## src/dma_map_defines.svh

```systemverilog
// Widths, channel indices, reset values and fixed masks of the status and channel map.
// Assumes inclusion by bare name from the design modules, the checker and the bench.
`ifndef DMA_MAP_DEFINES_SVH
`define DMA_MAP_DEFINES_SVH

// ----------------------------------------------------------------------
// Widths and channel counts
// ----------------------------------------------------------------------
`define STATUS_W        16
`define CHAN_COUNT      16
`define CHAN_W          4
`define USB_FIELD_W     12
`define USB_EP_COUNT    11

// ----------------------------------------------------------------------
// Reset values
// ----------------------------------------------------------------------
`define STATUS_RESET    16'h0000
`define REQ_RESET       16'h0000

// ----------------------------------------------------------------------
// Channels wired to a request source, bit n is channel n+1
// ----------------------------------------------------------------------
`define PERIPH_USED_MASK 16'h0dff
`define USB_USED_MASK    16'h1fff

// ----------------------------------------------------------------------
// Channel indices (channel number minus one)
// ----------------------------------------------------------------------
`define IDX_SER_LAST     4'h7
`define IDX_PRN_CMD_RX   4'h8
`define IDX_PRN_DATA_RX  4'ha
`define IDX_PRN_DATA_TX  4'hb
`define IDX_USB_OUT0     4'h0
`define IDX_USB_IN0      4'h1
`define IDX_USB_EP_FIRST 4'h2
`define IDX_USB_EP_LAST  4'hc

`endif

```

## src/dma_map_pkg.sv

```systemverilog
// Types shared by the status packer, the channel map and the top module.
// Assumes dma_map_defines.svh is reachable on the include path.
package dma_map_pkg;

  // ----------------------------------------------------------------------
  // Fly-by direction type of a channel
  // ----------------------------------------------------------------------
  typedef enum logic [1:0] {
    flyby_none             = 2'b00,
    flyby_mem_to_periph    = 2'b01,
    flyby_periph_to_mem    = 2'b10,
    flyby_either_direction = 2'b11
  } flyby_type;

  // ----------------------------------------------------------------------
  // Peripheral kind behind a channel
  // ----------------------------------------------------------------------
  typedef enum logic [1:0] {
    src_none    = 2'b00,
    src_serial  = 2'b01,
    src_printer = 2'b10,
    src_usb     = 2'b11
  } source_type;

  // ----------------------------------------------------------------------
  // Serial port letter
  // ----------------------------------------------------------------------
  typedef enum logic [1:0] {
    port_a = 2'b00,
    port_b = 2'b01,
    port_c = 2'b10,
    port_d = 2'b11
  } ser_port_type;

endpackage

```

## src/dma_channel_map.sv

```systemverilog
// Fixed wiring of a channel of either controller to its peripheral and direction.
// Assumes channel indices are channel number minus one; purely combinational.
`timescale 1ns/10ps
`include "dma_map_defines.svh"

module dma_channel_map
  import dma_map_pkg::*;
(
  // Channel select
  input  wire logic               i_usb_ctrl,
  input  wire logic [`CHAN_W-1:0] i_chan,
  // Map result
  output      flyby_type          o_flyby,
  output      source_type         o_source,
  output      ser_port_type       o_port
);

  // ----------------------------------------------------------------------
  // Serial ports pair up as B, A, C, D
  // ----------------------------------------------------------------------
  function automatic ser_port_type port_of(input logic [1:0] pair);
    unique case (pair)
      2'b00: port_of = port_b;
      2'b01: port_of = port_a;
      2'b10: port_of = port_c;
      2'b11: port_of = port_d;
    endcase
  endfunction

  always_comb begin
    o_flyby  = flyby_none;
    o_source = src_none;
    o_port   = port_of(i_chan[2:1]);
    if (!i_usb_ctrl) begin
      if (i_chan <= `IDX_SER_LAST) begin
        o_source = src_serial;
        o_flyby  = i_chan[0] ? flyby_mem_to_periph : flyby_periph_to_mem;
      end else if (i_chan == `IDX_PRN_CMD_RX || i_chan == `IDX_PRN_DATA_RX) begin
        o_source = src_printer;
        o_flyby  = flyby_periph_to_mem;
      end else if (i_chan == `IDX_PRN_DATA_TX) begin
        o_source = src_printer;
        o_flyby  = flyby_mem_to_periph;
      end
    end else begin
      if (i_chan == `IDX_USB_OUT0) begin
        o_source = src_usb;
        o_flyby  = flyby_periph_to_mem;
      end else if (i_chan == `IDX_USB_IN0) begin
        o_source = src_usb;
        o_flyby  = flyby_mem_to_periph;
      end else if (i_chan <= `IDX_USB_EP_LAST) begin
        o_source = src_usb;
        o_flyby  = flyby_either_direction;
      end
    end
  end

endmodule

```

## src/dma_status_channel_map.sv

```systemverilog
// Descriptor retire status and fixed channel map of the two fly-by DMA controllers.
// Assumes descriptor fetch and memory moves happen outside; one clock, async reset.
`timescale 1ns/10ps
`include "dma_map_defines.svh"

module dma_status_channel_map
  import dma_map_pkg::*;
(
  // Clock and reset
  input  wire logic                    I_CLOCK,
  input  wire logic                    I_RST_N,
  // Raw peripheral request lines, bit n is channel n+1
  input  wire logic [`CHAN_COUNT-1:0]  i_PERIPH_REQ,
  input  wire logic [`CHAN_COUNT-1:0]  i_USB_REQ,
  // Transfer start check
  input  wire logic                    i_XFER_VALID,
  input  wire logic                    i_XFER_USB,
  input  wire logic [`CHAN_W-1:0]      i_XFER_CHAN,
  input  wire logic                    i_XFER_FULL,
  // Descriptor retire
  input  wire logic                    i_RETIRE_VALID,
  input  wire logic                    i_RETIRE_USB,
  input  wire logic [`CHAN_W-1:0]      i_RETIRE_CHAN,
  input  wire logic                    i_RETIRE_FULL,
  // Serial configuration, bit per port A to D
  input  wire logic [3:0]              i_SER_SPI_MODE,
  // Serial receive report
  input  wire logic [3:0]              i_SER_MATCH,
  input  wire logic                    i_SER_BUF_GAP,
  input  wire logic                    i_SER_CHAR_GAP,
  input  wire logic                    i_SER_BREAK,
  input  wire logic                    i_SER_FRAME_ERR,
  input  wire logic                    i_SER_PARITY_ERR,
  input  wire logic                    i_SER_OVERRUN,
  // Endpoint report and direction of endpoints 1 to 11
  input  wire logic [1:0]              i_USB_STATE,
  input  wire logic                    i_USB_BIT13,
  input  wire logic                    i_USB_SETUP_SEL,
  input  wire logic [`USB_FIELD_W-1:0] i_USB_SETUP_ADDR,
  input  wire logic [`USB_FIELD_W-1:0] i_USB_EP_CONFIG,
  input  wire logic [`USB_EP_COUNT-1:0] i_USB_EP_TO_HOST,
  // Masked request lines
  output      logic [`CHAN_COUNT-1:0]  o_PERIPH_REQ,
  output      logic [`CHAN_COUNT-1:0]  o_USB_REQ,
  // Transfer start answer
  output      logic                    o_XFER_GRANT,
  output      logic                    o_XFER_DENY,
  output      logic                    o_XFER_TO_PERIPH,
  // Descriptor write
  output      logic                    o_DESC_WRITE,
  output      logic                    o_DESC_USB,
  output      logic [`CHAN_W-1:0]      o_DESC_CHAN,
  output      logic [`STATUS_W-1:0]    o_DESC_STATUS,
  output      logic                    o_DESC_FULL,
  output      logic                    o_RETIRE_DENY
);

  // ----------------------------------------------------------------------
  // State
  // ----------------------------------------------------------------------
  typedef struct packed {
    logic [`CHAN_COUNT-1:0] periph_req;
    logic [`CHAN_COUNT-1:0] usb_req;
    logic                   xfer_grant;
    logic                   xfer_deny;
    logic                   xfer_to_periph;
    logic                   desc_write;
    logic                   desc_usb;
    logic [`CHAN_W-1:0]     desc_chan;
    logic [`STATUS_W-1:0]   desc_status;
    logic                   desc_full;
    logic                   retire_deny;
  } state_type;

  state_type q;
  state_type d;

  // ----------------------------------------------------------------------
  // Channel map lookups
  // ----------------------------------------------------------------------
  flyby_type    xfer_flyby;
  source_type   xfer_source;
  flyby_type    ret_flyby;
  source_type   ret_source;
  ser_port_type ret_port;
  logic [`STATUS_W-1:0] ret_status;
  logic         ret_rx;
  logic         xfer_fill;

  dma_channel_map u_xfer_map (
    .i_usb_ctrl (i_XFER_USB),
    .i_chan     (i_XFER_CHAN),
    .o_flyby    (xfer_flyby),
    .o_source   (xfer_source),
    .o_port     ()
  );

  dma_channel_map u_ret_map (
    .i_usb_ctrl (i_RETIRE_USB),
    .i_chan     (i_RETIRE_CHAN),
    .o_flyby    (ret_flyby),
    .o_source   (ret_source),
    .o_port     (ret_port)
  );

  // ----------------------------------------------------------------------
  // Direction of a channel, resolving programmable endpoints
  // ----------------------------------------------------------------------
  function automatic logic fills_memory(input flyby_type fb,
                                        input logic [`CHAN_W-1:0] chan);
    logic [`CHAN_W-1:0] ep;
    ep = chan - `IDX_USB_EP_FIRST;
    fills_memory = 1'b0;
    unique case (fb)
      flyby_periph_to_mem:    fills_memory = 1'b1;
      flyby_either_direction: fills_memory = !i_USB_EP_TO_HOST[ep];
      flyby_mem_to_periph, flyby_none: fills_memory = 1'b0;
    endcase
  endfunction

  assign xfer_fill = fills_memory(xfer_flyby, i_XFER_CHAN);
  assign ret_rx    = fills_memory(ret_flyby, i_RETIRE_CHAN);

  dma_status_pack u_pack (
    .i_source    (ret_source),
    .i_rx        (ret_rx),
    .i_spi_mode  (i_SER_SPI_MODE[ret_port]),
    .i_match     (i_SER_MATCH),
    .i_buf_gap   (i_SER_BUF_GAP),
    .i_char_gap  (i_SER_CHAR_GAP),
    .i_brk       (i_SER_BREAK),
    .i_fe        (i_SER_FRAME_ERR),
    .i_pe        (i_SER_PARITY_ERR),
    .i_ovr       (i_SER_OVERRUN),
    .i_usb_state (i_USB_STATE),
    .i_usb_bit13 (i_USB_BIT13),
    .i_usb_sel   (i_USB_SETUP_SEL),
    .i_usb_addr  (i_USB_SETUP_ADDR),
    .i_usb_cfg   (i_USB_EP_CONFIG),
    .o_status    (ret_status)
  );

  // ----------------------------------------------------------------------
  // Next state
  // ----------------------------------------------------------------------
  always_comb begin
    d = q;
    // Only wired channels pass their request on
    d.periph_req = i_PERIPH_REQ & `PERIPH_USED_MASK;
    d.usb_req    = i_USB_REQ & `USB_USED_MASK;

    // Transfer start: direction must agree with the full flag
    d.xfer_grant     = 1'b0;
    d.xfer_deny      = 1'b0;
    d.xfer_to_periph = q.xfer_to_periph;
    if (i_XFER_VALID) begin
      d.xfer_to_periph = !xfer_fill;
      if (xfer_source == src_none) begin
        d.xfer_deny = 1'b1;
      end else if (xfer_fill == i_XFER_FULL) begin
        d.xfer_deny = 1'b1;
      end else begin
        d.xfer_grant = 1'b1;
      end
    end

    // Retire: status and full flag written in one descriptor update
    d.desc_write  = 1'b0;
    d.retire_deny = 1'b0;
    if (i_RETIRE_VALID) begin
      if (ret_source == src_none || ret_rx == i_RETIRE_FULL) begin
        d.retire_deny = 1'b1;
      end else begin
        d.desc_write  = 1'b1;
        d.desc_usb    = i_RETIRE_USB;
        d.desc_chan   = i_RETIRE_CHAN;
        d.desc_status = ret_status;
        d.desc_full   = ret_rx;
      end
    end
  end

  // ----------------------------------------------------------------------
  // Registers
  // ----------------------------------------------------------------------
  always_ff @(posedge I_CLOCK or negedge I_RST_N) begin
    if (!I_RST_N) begin
      q.periph_req     <= `REQ_RESET;
      q.usb_req        <= `REQ_RESET;
      q.xfer_grant     <= 1'b0;
      q.xfer_deny      <= 1'b0;
      q.xfer_to_periph <= 1'b0;
      q.desc_write     <= 1'b0;
      q.desc_usb       <= 1'b0;
      q.desc_chan      <= 4'h0;
      q.desc_status    <= `STATUS_RESET;
      q.desc_full      <= 1'b0;
      q.retire_deny    <= 1'b0;
    end else begin
      q <= d;
    end
  end

  // ----------------------------------------------------------------------
  // Outputs
  // ----------------------------------------------------------------------
  assign o_PERIPH_REQ     = q.periph_req;
  assign o_USB_REQ        = q.usb_req;
  assign o_XFER_GRANT     = q.xfer_grant;
  assign o_XFER_DENY      = q.xfer_deny;
  assign o_XFER_TO_PERIPH = q.xfer_to_periph;
  assign o_DESC_WRITE     = q.desc_write;
  assign o_DESC_USB       = q.desc_usb;
  assign o_DESC_CHAN      = q.desc_chan;
  assign o_DESC_STATUS    = q.desc_status;
  assign o_DESC_FULL      = q.desc_full;
  assign o_RETIRE_DENY    = q.retire_deny;

endmodule

```

## src/dma_status_pack.sv

```systemverilog
// Builds the 16-bit descriptor status word for the retiring peripheral.
// Assumes the flag inputs are the peripheral's report for the completed frame.
`timescale 1ns/10ps
`include "dma_map_defines.svh"

module dma_status_pack
  import dma_map_pkg::*;
(
  // Channel context
  input  wire source_type             i_source,
  input  wire logic                   i_rx,
  input  wire logic                   i_spi_mode,
  // Serial receive flags
  input  wire logic [3:0]             i_match,
  input  wire logic                   i_buf_gap,
  input  wire logic                   i_char_gap,
  input  wire logic                   i_brk,
  input  wire logic                   i_fe,
  input  wire logic                   i_pe,
  input  wire logic                   i_ovr,
  // Endpoint report
  input  wire logic [1:0]             i_usb_state,
  input  wire logic                   i_usb_bit13,
  input  wire logic                   i_usb_sel,
  input  wire logic [`USB_FIELD_W-1:0] i_usb_addr,
  input  wire logic [`USB_FIELD_W-1:0] i_usb_cfg,
  // Packed word
  output      logic [`STATUS_W-1:0]   o_status
);

  always_comb begin
    o_status = `STATUS_RESET;
    unique case (i_source)
      src_serial: begin
        if (i_rx && !i_spi_mode) begin
          o_status = {i_match[0], i_match[1], i_match[2], i_match[3],
                      i_buf_gap, i_char_gap, 6'h00,
                      i_brk, i_fe, i_pe, i_ovr};
        end else if (i_rx) begin
          o_status = {i_match[0], i_match[1], i_match[2], i_match[3],
                      12'h000};
        end
      end
      src_usb: begin
        o_status = {i_usb_state, i_usb_bit13, i_usb_sel,
                    i_usb_sel ? i_usb_addr : i_usb_cfg};
      end
      src_printer, src_none: begin
        o_status = `STATUS_RESET;
      end
    endcase
  end

endmodule

```

## config.mk

```make
export PLATFORM = sky130hd
export DESIGN_NAME = dma_status_channel_map
export DESIGN_NICKNAME = d
export VERILOG_FILES = /design/src/dma_map_pkg.sv /design/src/dma_channel_map.sv /design/src/dma_status_channel_map.sv /design/src/dma_status_pack.sv
export VERILOG_INCLUDE_DIRS = /design/src
export SDC_FILE = /design/constraint.sdc
export NUM_CORES = 1
export LEC_CHECK = 0
export BUFFER_PORTS_ARGS = -buffer_cell sky130_fd_sc_hd__buf_4
export CAP_MARGIN = 10
export CORE_UTILIZATION = 43
export DETAILED_ROUTE_END_ITERATION = 12
export HOLD_SLACK_MARGIN = 0.08
export PLACE_DENSITY = 0.81
export SETUP_SLACK_MARGIN = 0.15
export SYNTH_ARGS = -nofsm -noshare
export SYNTH_HDL_FRONTEND = slang
export SYNTH_SLANG_ARGS = --single-unit
```

## constraint.sdc

```tcl
create_clock -name I_CLOCK -period 1 [get_ports I_CLOCK]
set_input_delay 0.1 -clock I_CLOCK [delete_from_list [all_inputs] [get_ports I_CLOCK]]
set_output_delay 0.1 -clock I_CLOCK [all_outputs]
set_load 0.05 [all_outputs]
```

==> results of run 1 <==
-- logic make-up (layout without fill, tap and decap cells) --
family | after synthesis | in the layout | share of synthesized area
AOI/OAI and AO/OA | 40 | 40 | 0.115
xor gates and xnor gates | 4 | 4 | 0.0137
adders and majority gates | 5 | 5 | 0.0245
buffers and inverters | 27 | 243 | 0.0638
DFF | 51 | 51 | 0.501
muxes | 36 | 36 | 0.203
other | 1 | 8 | 0.00147
and+or+nand+nor | 40 | 40 | 0.0781
-- registers in the layout, summed over array words and instances (netlist names) --
name / cells
o_XFER_GRANT: 1
o_DESC_WRITE: 1
o_USB_REQ: 13
o_DESC_CHAN: 4
o_DESC_USB: 1
o_XFER_TO_PERIPH: 1
o_DESC_STATUS: 16
o_XFER_DENY: 1
o_RETIRE_DENY: 1
o_PERIPH_REQ: 11
o_DESC_FULL: 1
-- power by group --
| part | switching, uW | total (uW) | leakage [uW] | internal [uW] |
|---|---|---|---|---|
| logic | 2140 | 4030 | 0.00174 | 1890 |
| clock network | 745 | 1250 | 0.0000418 | 505 |
| registers | 260 | 2630 | 0.000620 | 2370 |
-- worst min path at each step --
stage	cells past startpoint	to	startpoint	slack [ns]
finish	3	o_XFER_GRANT	i_XFER_FULL	0.08
global placement	2	o_DESC_STATUS[11]	I_RST_N	0.09
CTS	3	o_XFER_GRANT	i_XFER_FULL	0.08
floorplan	0	o_DESC_CHAN[0]	I_RST_N	-0.20
detailed placement	2	o_DESC_STATUS[15]	I_RST_N	0.09
global route	3	o_XFER_GRANT	i_XFER_FULL	0.08
-- layout by cell type (no fill, tap or decap), drive strengths merged, types with 8 or more instances in the layout --
master / synthesis / routed
buf: 13 / 200
conb: 1 / 8
dfrtp: 51 / 51
dlygate4sd3: 0 / 26
inv: 9 / 10
mux2: 23 / 23
mux2i: 8 / 8
nand2: 14 / 14
o21ai: 10 / 10
-- timing repair --
item,4_1_cts,5_1_grt
hold endpoints to repair,78,0
hold buffers,26,0
endpoints found under the setup margin,78,78
gates resized for setup,79,12
pin swaps,12,7
cloned,1,0
buffers inserted,19,6
-- routing by layer --
| metal | vias up | share of wire | wire, microns |
|---|---|---|---|
| li1 | 1162 | - | - |
| met1 | 1324 | 0.36 | 3620 |
| met2 | 179 | 0.53 | 5350 |
| met3 | 24 | 0.083 | 842 |
| met4 | 0 | 0.032 | 321 |
| met5 | - | 0 | 0 |
-- Yosys cell counts (3+ instances only) --
library cell and number:
nor2b_1 3, o2bb2ai_1 6, clkbuf_1 4, ha_1 5, nand3_1 3, mux2_2 7
inv_1 8, o21ai_0 10, a21oi_1 5, mux2_4 14, a22o_1 4, buf_4 9
mux4_2 5, mux2i_1 7, xnor2_1 4, nand4_1 6, nor2_1 6, dfrtp_1 51
nand2_1 14, a31oi_1 3
-- cell type report --
type / count / area [sq um] / share of cell area
Inverter: 9 / 48.8 / 0.00999
Clock buffer: 6 / 72.6 / 0.0149
Sequential cell: 51 / 1280 / 0.261
Multi-Input combinational cell: 133 / 1320 / 0.270
Clock inverter: 2 / 16.3 / 0.00333
Tap cell: 72 / 90.1 / 0.0184
Timing Repair Buffer: 226 / 2060 / 0.422
-- worst max-delay path, delay by kind of cell --
| kind | cells | cell delay [ns] |
|---|---|---|
| AOI/OAI and AO/OA | 3 | 0.62 |
| adders and majority gates | 1 | 0.27 |
| buffers and inverters | 5 | 0.43 |
| muxes | 2 | 0.63 |
-- stage by stage --
step / power [uW] / setup slack [ns] / instance area, sq um
floorplan: 4550 / -1.18 / 2710
global placement: 5610 / -1.17 / 3950
detailed placement: 5680 / -1.22 / 3950
CTS: 7570 / -0.840 / 4790
global route: 8140 / -0.914 / 4880
finish: 7910 / -0.883 / 4880
==> impl_metrics.tcl, run 1 <==
set metrics [dict create \
    dr.pass1.iters 4 \
    syn_area_sq_um 2550 \
    yosysSeqAreaShare 0.501 \
    critical_path_class "input port to flip-flop" \
    grt-busiest-layer "met2" \
    htreeDepth 2 \
    utilization 0.871 \
    ir_drop_uv 1290 \
    finalSetupViolCount 28 \
    wl_mm 10.1 \
    drcViolationCount 0 \
    skew_ns 0 \
    antenna_left 0 \
    grtUsageTotal 0.327 \
    critPathLaunchType "input port" \
    holdCritPathClass "input port to flip-flop" \
    instances_no_fill 499 \
    layout-drive-gt1-share 0.618 \
    met1_usage 0.361 \
    die_width_microns 79.0 \
    critPathMaxFanout 6 \
    setup_tns_ns -19.57 \
    critPathRequiredTime_ns 1.19 \
    r2r-end "o_DESC_STATUS[10]" \
    yosysTopAreaCellShare 0.501 \
    cts_buffers 5 \
    cp-startpoint "i_RETIRE_CHAN[1]" \
    overflow 0 \
    rr_worst_depth 2 \
    first_iter_violations 174 \
    grt_max_degree 52 \
    place_congestion 0.799 \
    p_leak_uw 0.00240 \
    num-fill-cells 208 \
    hold_violations 0 \
    status "complete, but fails checks" \
    placementRows 27 \
    period_share 1.88 \
    ys_ff_latch 51 \
    rrSetupSlack_ns 0.07 \
    grtUsageMet3 0.0885 \
    synth_area_per_cell_sq_um 12.5 \
    start_util 0.454 \
    synth.distinct_cells 44 \
    synthCells 204 \
    endpoint "o_DESC_STATUS[3]" \
    maxCapViolCount 0 \
    io_pins 160 \
    synth_warnings 0 \
    grt_pass1_vias 2833 \
    vias 2689 \
    wl_per_cell_microns 20.3 \
    path_clk_slew_ns 0.10 \
    grt_use_met2 0.584 \
    worst_path_max_delay_cell "mux2i_4" \
    r2r-start "o_DESC_STATUS[10]" \
    powerDensity_nw_per_um2 1620 \
    placedCellCount 439 \
    numPortBuffers 143 \
    async_reset_ff_frac 1.00 \
    cts.sinks 51 \
    n_antenna_cell 0 \
    rsz0062_at_grt "true" \
    root_buffer "clkbuf_8" \
    area_delta_synth_final_pct 91.6 \
    cp.arrival_ns 2.07 \
    final-max-slew-violation-count 0 \
    nNetsFinal 532 \
    setup_ws_ns -0.883 \
    violations "setup timing" \
    end_kind "flip-flop" \
    period_minus_slack_ns 1.88 \
    antenna_found_initial 0 \
    path_cells "buf_12 -> inv_6 -> ha_4 -> inv_4 -> a2111oi_4 -> a21oi_4 -> o31ai_4 -> mux2i_4 -> buf_6 -> buf_16 -> mux2_4" \
    dpl.hpwl_mm 5.58 \
    clk_latency_ns 0.31 \
    clockBufferDepth 2 \
    synth_edf_count 0 \
    die_y_microns 79.0 \
    grt_pass1_wl_mm 14.9 \
    cp_slowest_stage_delay_ns 0.32 \
    core_sq_um 5610 \
    synth_ff_type "dfrtp_1" \
    synthTopCellsByArea "dfrtp_1, mux2_4, mux4_2, mux2_2, mux2i_1" \
    whs_ns 0.0806 \
    routed_via_density 5.39 \
    clock.fmax_mhz 531 \
    dieArea_sq_um 6240 \
    yosys.area.top_type "dfrtp_1" \
    cts_tree "done" \
]
Power figures use the tool's default switching activity.
==> run 2: changes to the inputs <==
--- a/config.mk
+++ b/config.mk
@@ -8,10 +8,12 @@
 export LEC_CHECK = 0
 export BUFFER_PORTS_ARGS = -buffer_cell sky130_fd_sc_hd__buf_4
 export CAP_MARGIN = 10
-export CORE_UTILIZATION = 43
+export CELL_PAD_IN_SITES_DETAIL_PLACEMENT = 2
+export CELL_PAD_IN_SITES_GLOBAL_PLACEMENT = 2
+export CORE_UTILIZATION = 25
 export DETAILED_ROUTE_END_ITERATION = 12
 export HOLD_SLACK_MARGIN = 0.08
-export PLACE_DENSITY = 0.81
+export PLACE_DENSITY_LB_ADDON = 0.1
 export SETUP_SLACK_MARGIN = 0.15
 export SYNTH_ARGS = -nofsm -noshare
 export SYNTH_HDL_FRONTEND = slang
==> impl_metrics.tcl, run 2 (synthesized netlist as in run 1, its figures left out) <==
set metrics [dict create \
    final_cell_mix "buf_4, buf_6, dfrtp_1" \
    cts.sinks 51 \
    critical_path_class "input port to flip-flop" \
    tightest_slew_ns 0.510 \
    n_antenna_cell 0 \
    antenna_found_initial 0 \
    violations "setup timing" \
    numPortBuffers 143 \
    final_common_cell "buf_4" \
    grtUsageTotal 0.210 \
    io_pins 160 \
    wl_mm 10.9 \
    htreeDepth 2 \
    fin_area_sq_um 4900 \
    ir_drop_uv 758 \
    critPathRequiredTime_ns 1.20 \
    largest_reg_flops 16 \
    holdCritPathClass "input port to flip-flop" \
    cts_buffers 5 \
    skew_ns 0 \
    grt_pass1_vias 2890 \
    nNetsFinal 526 \
    status "complete, but fails checks" \
    cp.arrival_ns 2.03 \
    end_kind "flip-flop" \
    critPathLaunchType "input port" \
    overflow 0 \
    preCtsSetupSlack_ns -1.30 \
    cts_tree "done" \
    dpl.hpwl_mm 7.16 \
    drcViolationCount 0 \
    setup_ws_ns -0.824 \
    instances_no_fill 554 \
    dieArea_sq_um 10600 \
    antenna_left 0 \
    slew_headroom 0.657 \
    layout-drive-gt1-share 0.606 \
    hold_violations 0 \
    wl_per_cell_microns 19.6 \
    root_buffer "clkbuf_8" \
    grt_pass1_wl_mm 16.2 \
    place_congestion 0.736 \
    p_leak_uw 0.00237 \
    clockBufferDepth 2 \
    period_share 1.82 \
    placementRows 36 \
    routed_via_density 4.51 \
    start_util 0.260 \
    rsz0062_at_grt "true" \
    grt_max_degree 20 \
    critPathMaxFanout 17 \
    final-max-slew-violation-count 0 \
    maxCapViolCount 0 \
    dr.pass1.iters 4 \
    path_clk_slew_ns 0.11 \
    area_delta_synth_final_pct 92.3 \
    placedCellCount 502 \
    finalSetupViolCount 33 \
    clk_latency_ns 0.31 \
    place_area_sq_um 4060 \
    core_sq_um 9820 \
    period_minus_slack_ns 1.82 \
    die_width_microns 103 \
    vias 2500 \
    clock.fmax_mhz 548 \
    die_y_microns 103 \
    powerDensity_nw_per_um2 1630 \
    whs_ns 0.0515 \
    first_iter_violations 50 \
    hold_buffers 27 \
]
-- run 2: changes by cell type in the layout (fill, tap and decap cells not counted), moves of 2 or more --
cell	previous run	this run
buf_4	135	131
buf_6	58	55
mux2_1	0	2
mux2_4	16	14
o2bb2ai_1	0	3
o2bb2ai_2	6	3
-- run 2: path summary, 6_finish.rpt --
kind	start	endpoint	slack (ns)	cells past startpoint
max in group asynchronous	I_RST_N	o_USB_REQ[11]	0.39	3
min	i_XFER_FULL	o_XFER_GRANT	0.05	3
max	i_RETIRE_CHAN[1]	o_DESC_STATUS[0]	-0.82	10
min reg2reg	o_DESC_STATUS[8]	o_DESC_STATUS[8]	0.55	1
max reg2reg	o_DESC_STATUS[12]	o_DESC_STATUS[12]	0.07	2
min in group asynchronous	I_RST_N	o_PERIPH_REQ[6]	0.20	2
-- run 2: timing repair --
action	CTS	global route
gates cloned	0	0
pin swaps	10	9
endpoints found under the setup margin	78	78
gates resized for setup	69	14
buffers inserted	13	4
hold endpoints to repair	79	1
-- run 2: area by class of cell --
cell class / instances / area, sq um
Sequential cell: 51 / 1280
Fill cell: 1022 / 4920
Multi-Input combinational cell: 133 / 1300
Clock buffer: 5 / 68.8
Tap cell: 133 / 166
Inverter: 9 / 46.3
Clock inverter: 3 / 47.5
Timing Repair Buffer: 220 / 2000
-- run 2: report_power, final --
group | switching, uW | internal, uW | total, uW
combinational | 2050 | 1750 | 3800
clock | 786 | 761 | 1550
sequential | 247 | 2370 | 2620
total | 3090 | 4880 | 7970
-- run 2: worst max-delay path, cell delays in order --
cell       delay [ns]
buf_12           0.09
inv_6            0.03
ha_4             0.16
xnor2_4          0.13
a2111oi_4        0.33
a21oi_4          0.06
o31ai_4          0.26
mux2i_4          0.30
buf_12           0.20
mux2_1           0.34
-- run 2: metal layers --
layer | wire [microns] | part of all wire | vias to the layer above | track usage
met2 | 5980 | 0.55 | 94 | 0.404
met5 | 0 | 0 | - | 0
li1 | - | - | 1142 | -
met4 | 235 | 0.022 | 0 | 0.0661
met1 | 3960 | 0.36 | 1251 | 0.230
met3 | 681 | 0.063 | 13 | 0.0407
-- run 2: through the flow --
stage,setup TNS (ns),power (uW),util
3_5_place_dp,-30.57,5750,0.413
6_report,-18.48,7970,0.499
3_3_place_gp,-28.70,5680,0.413
2_1_floorplan,-26.58,4550,-
5_1_grt,-20.66,8280,0.499
4_1_cts,-18.42,7820,0.489
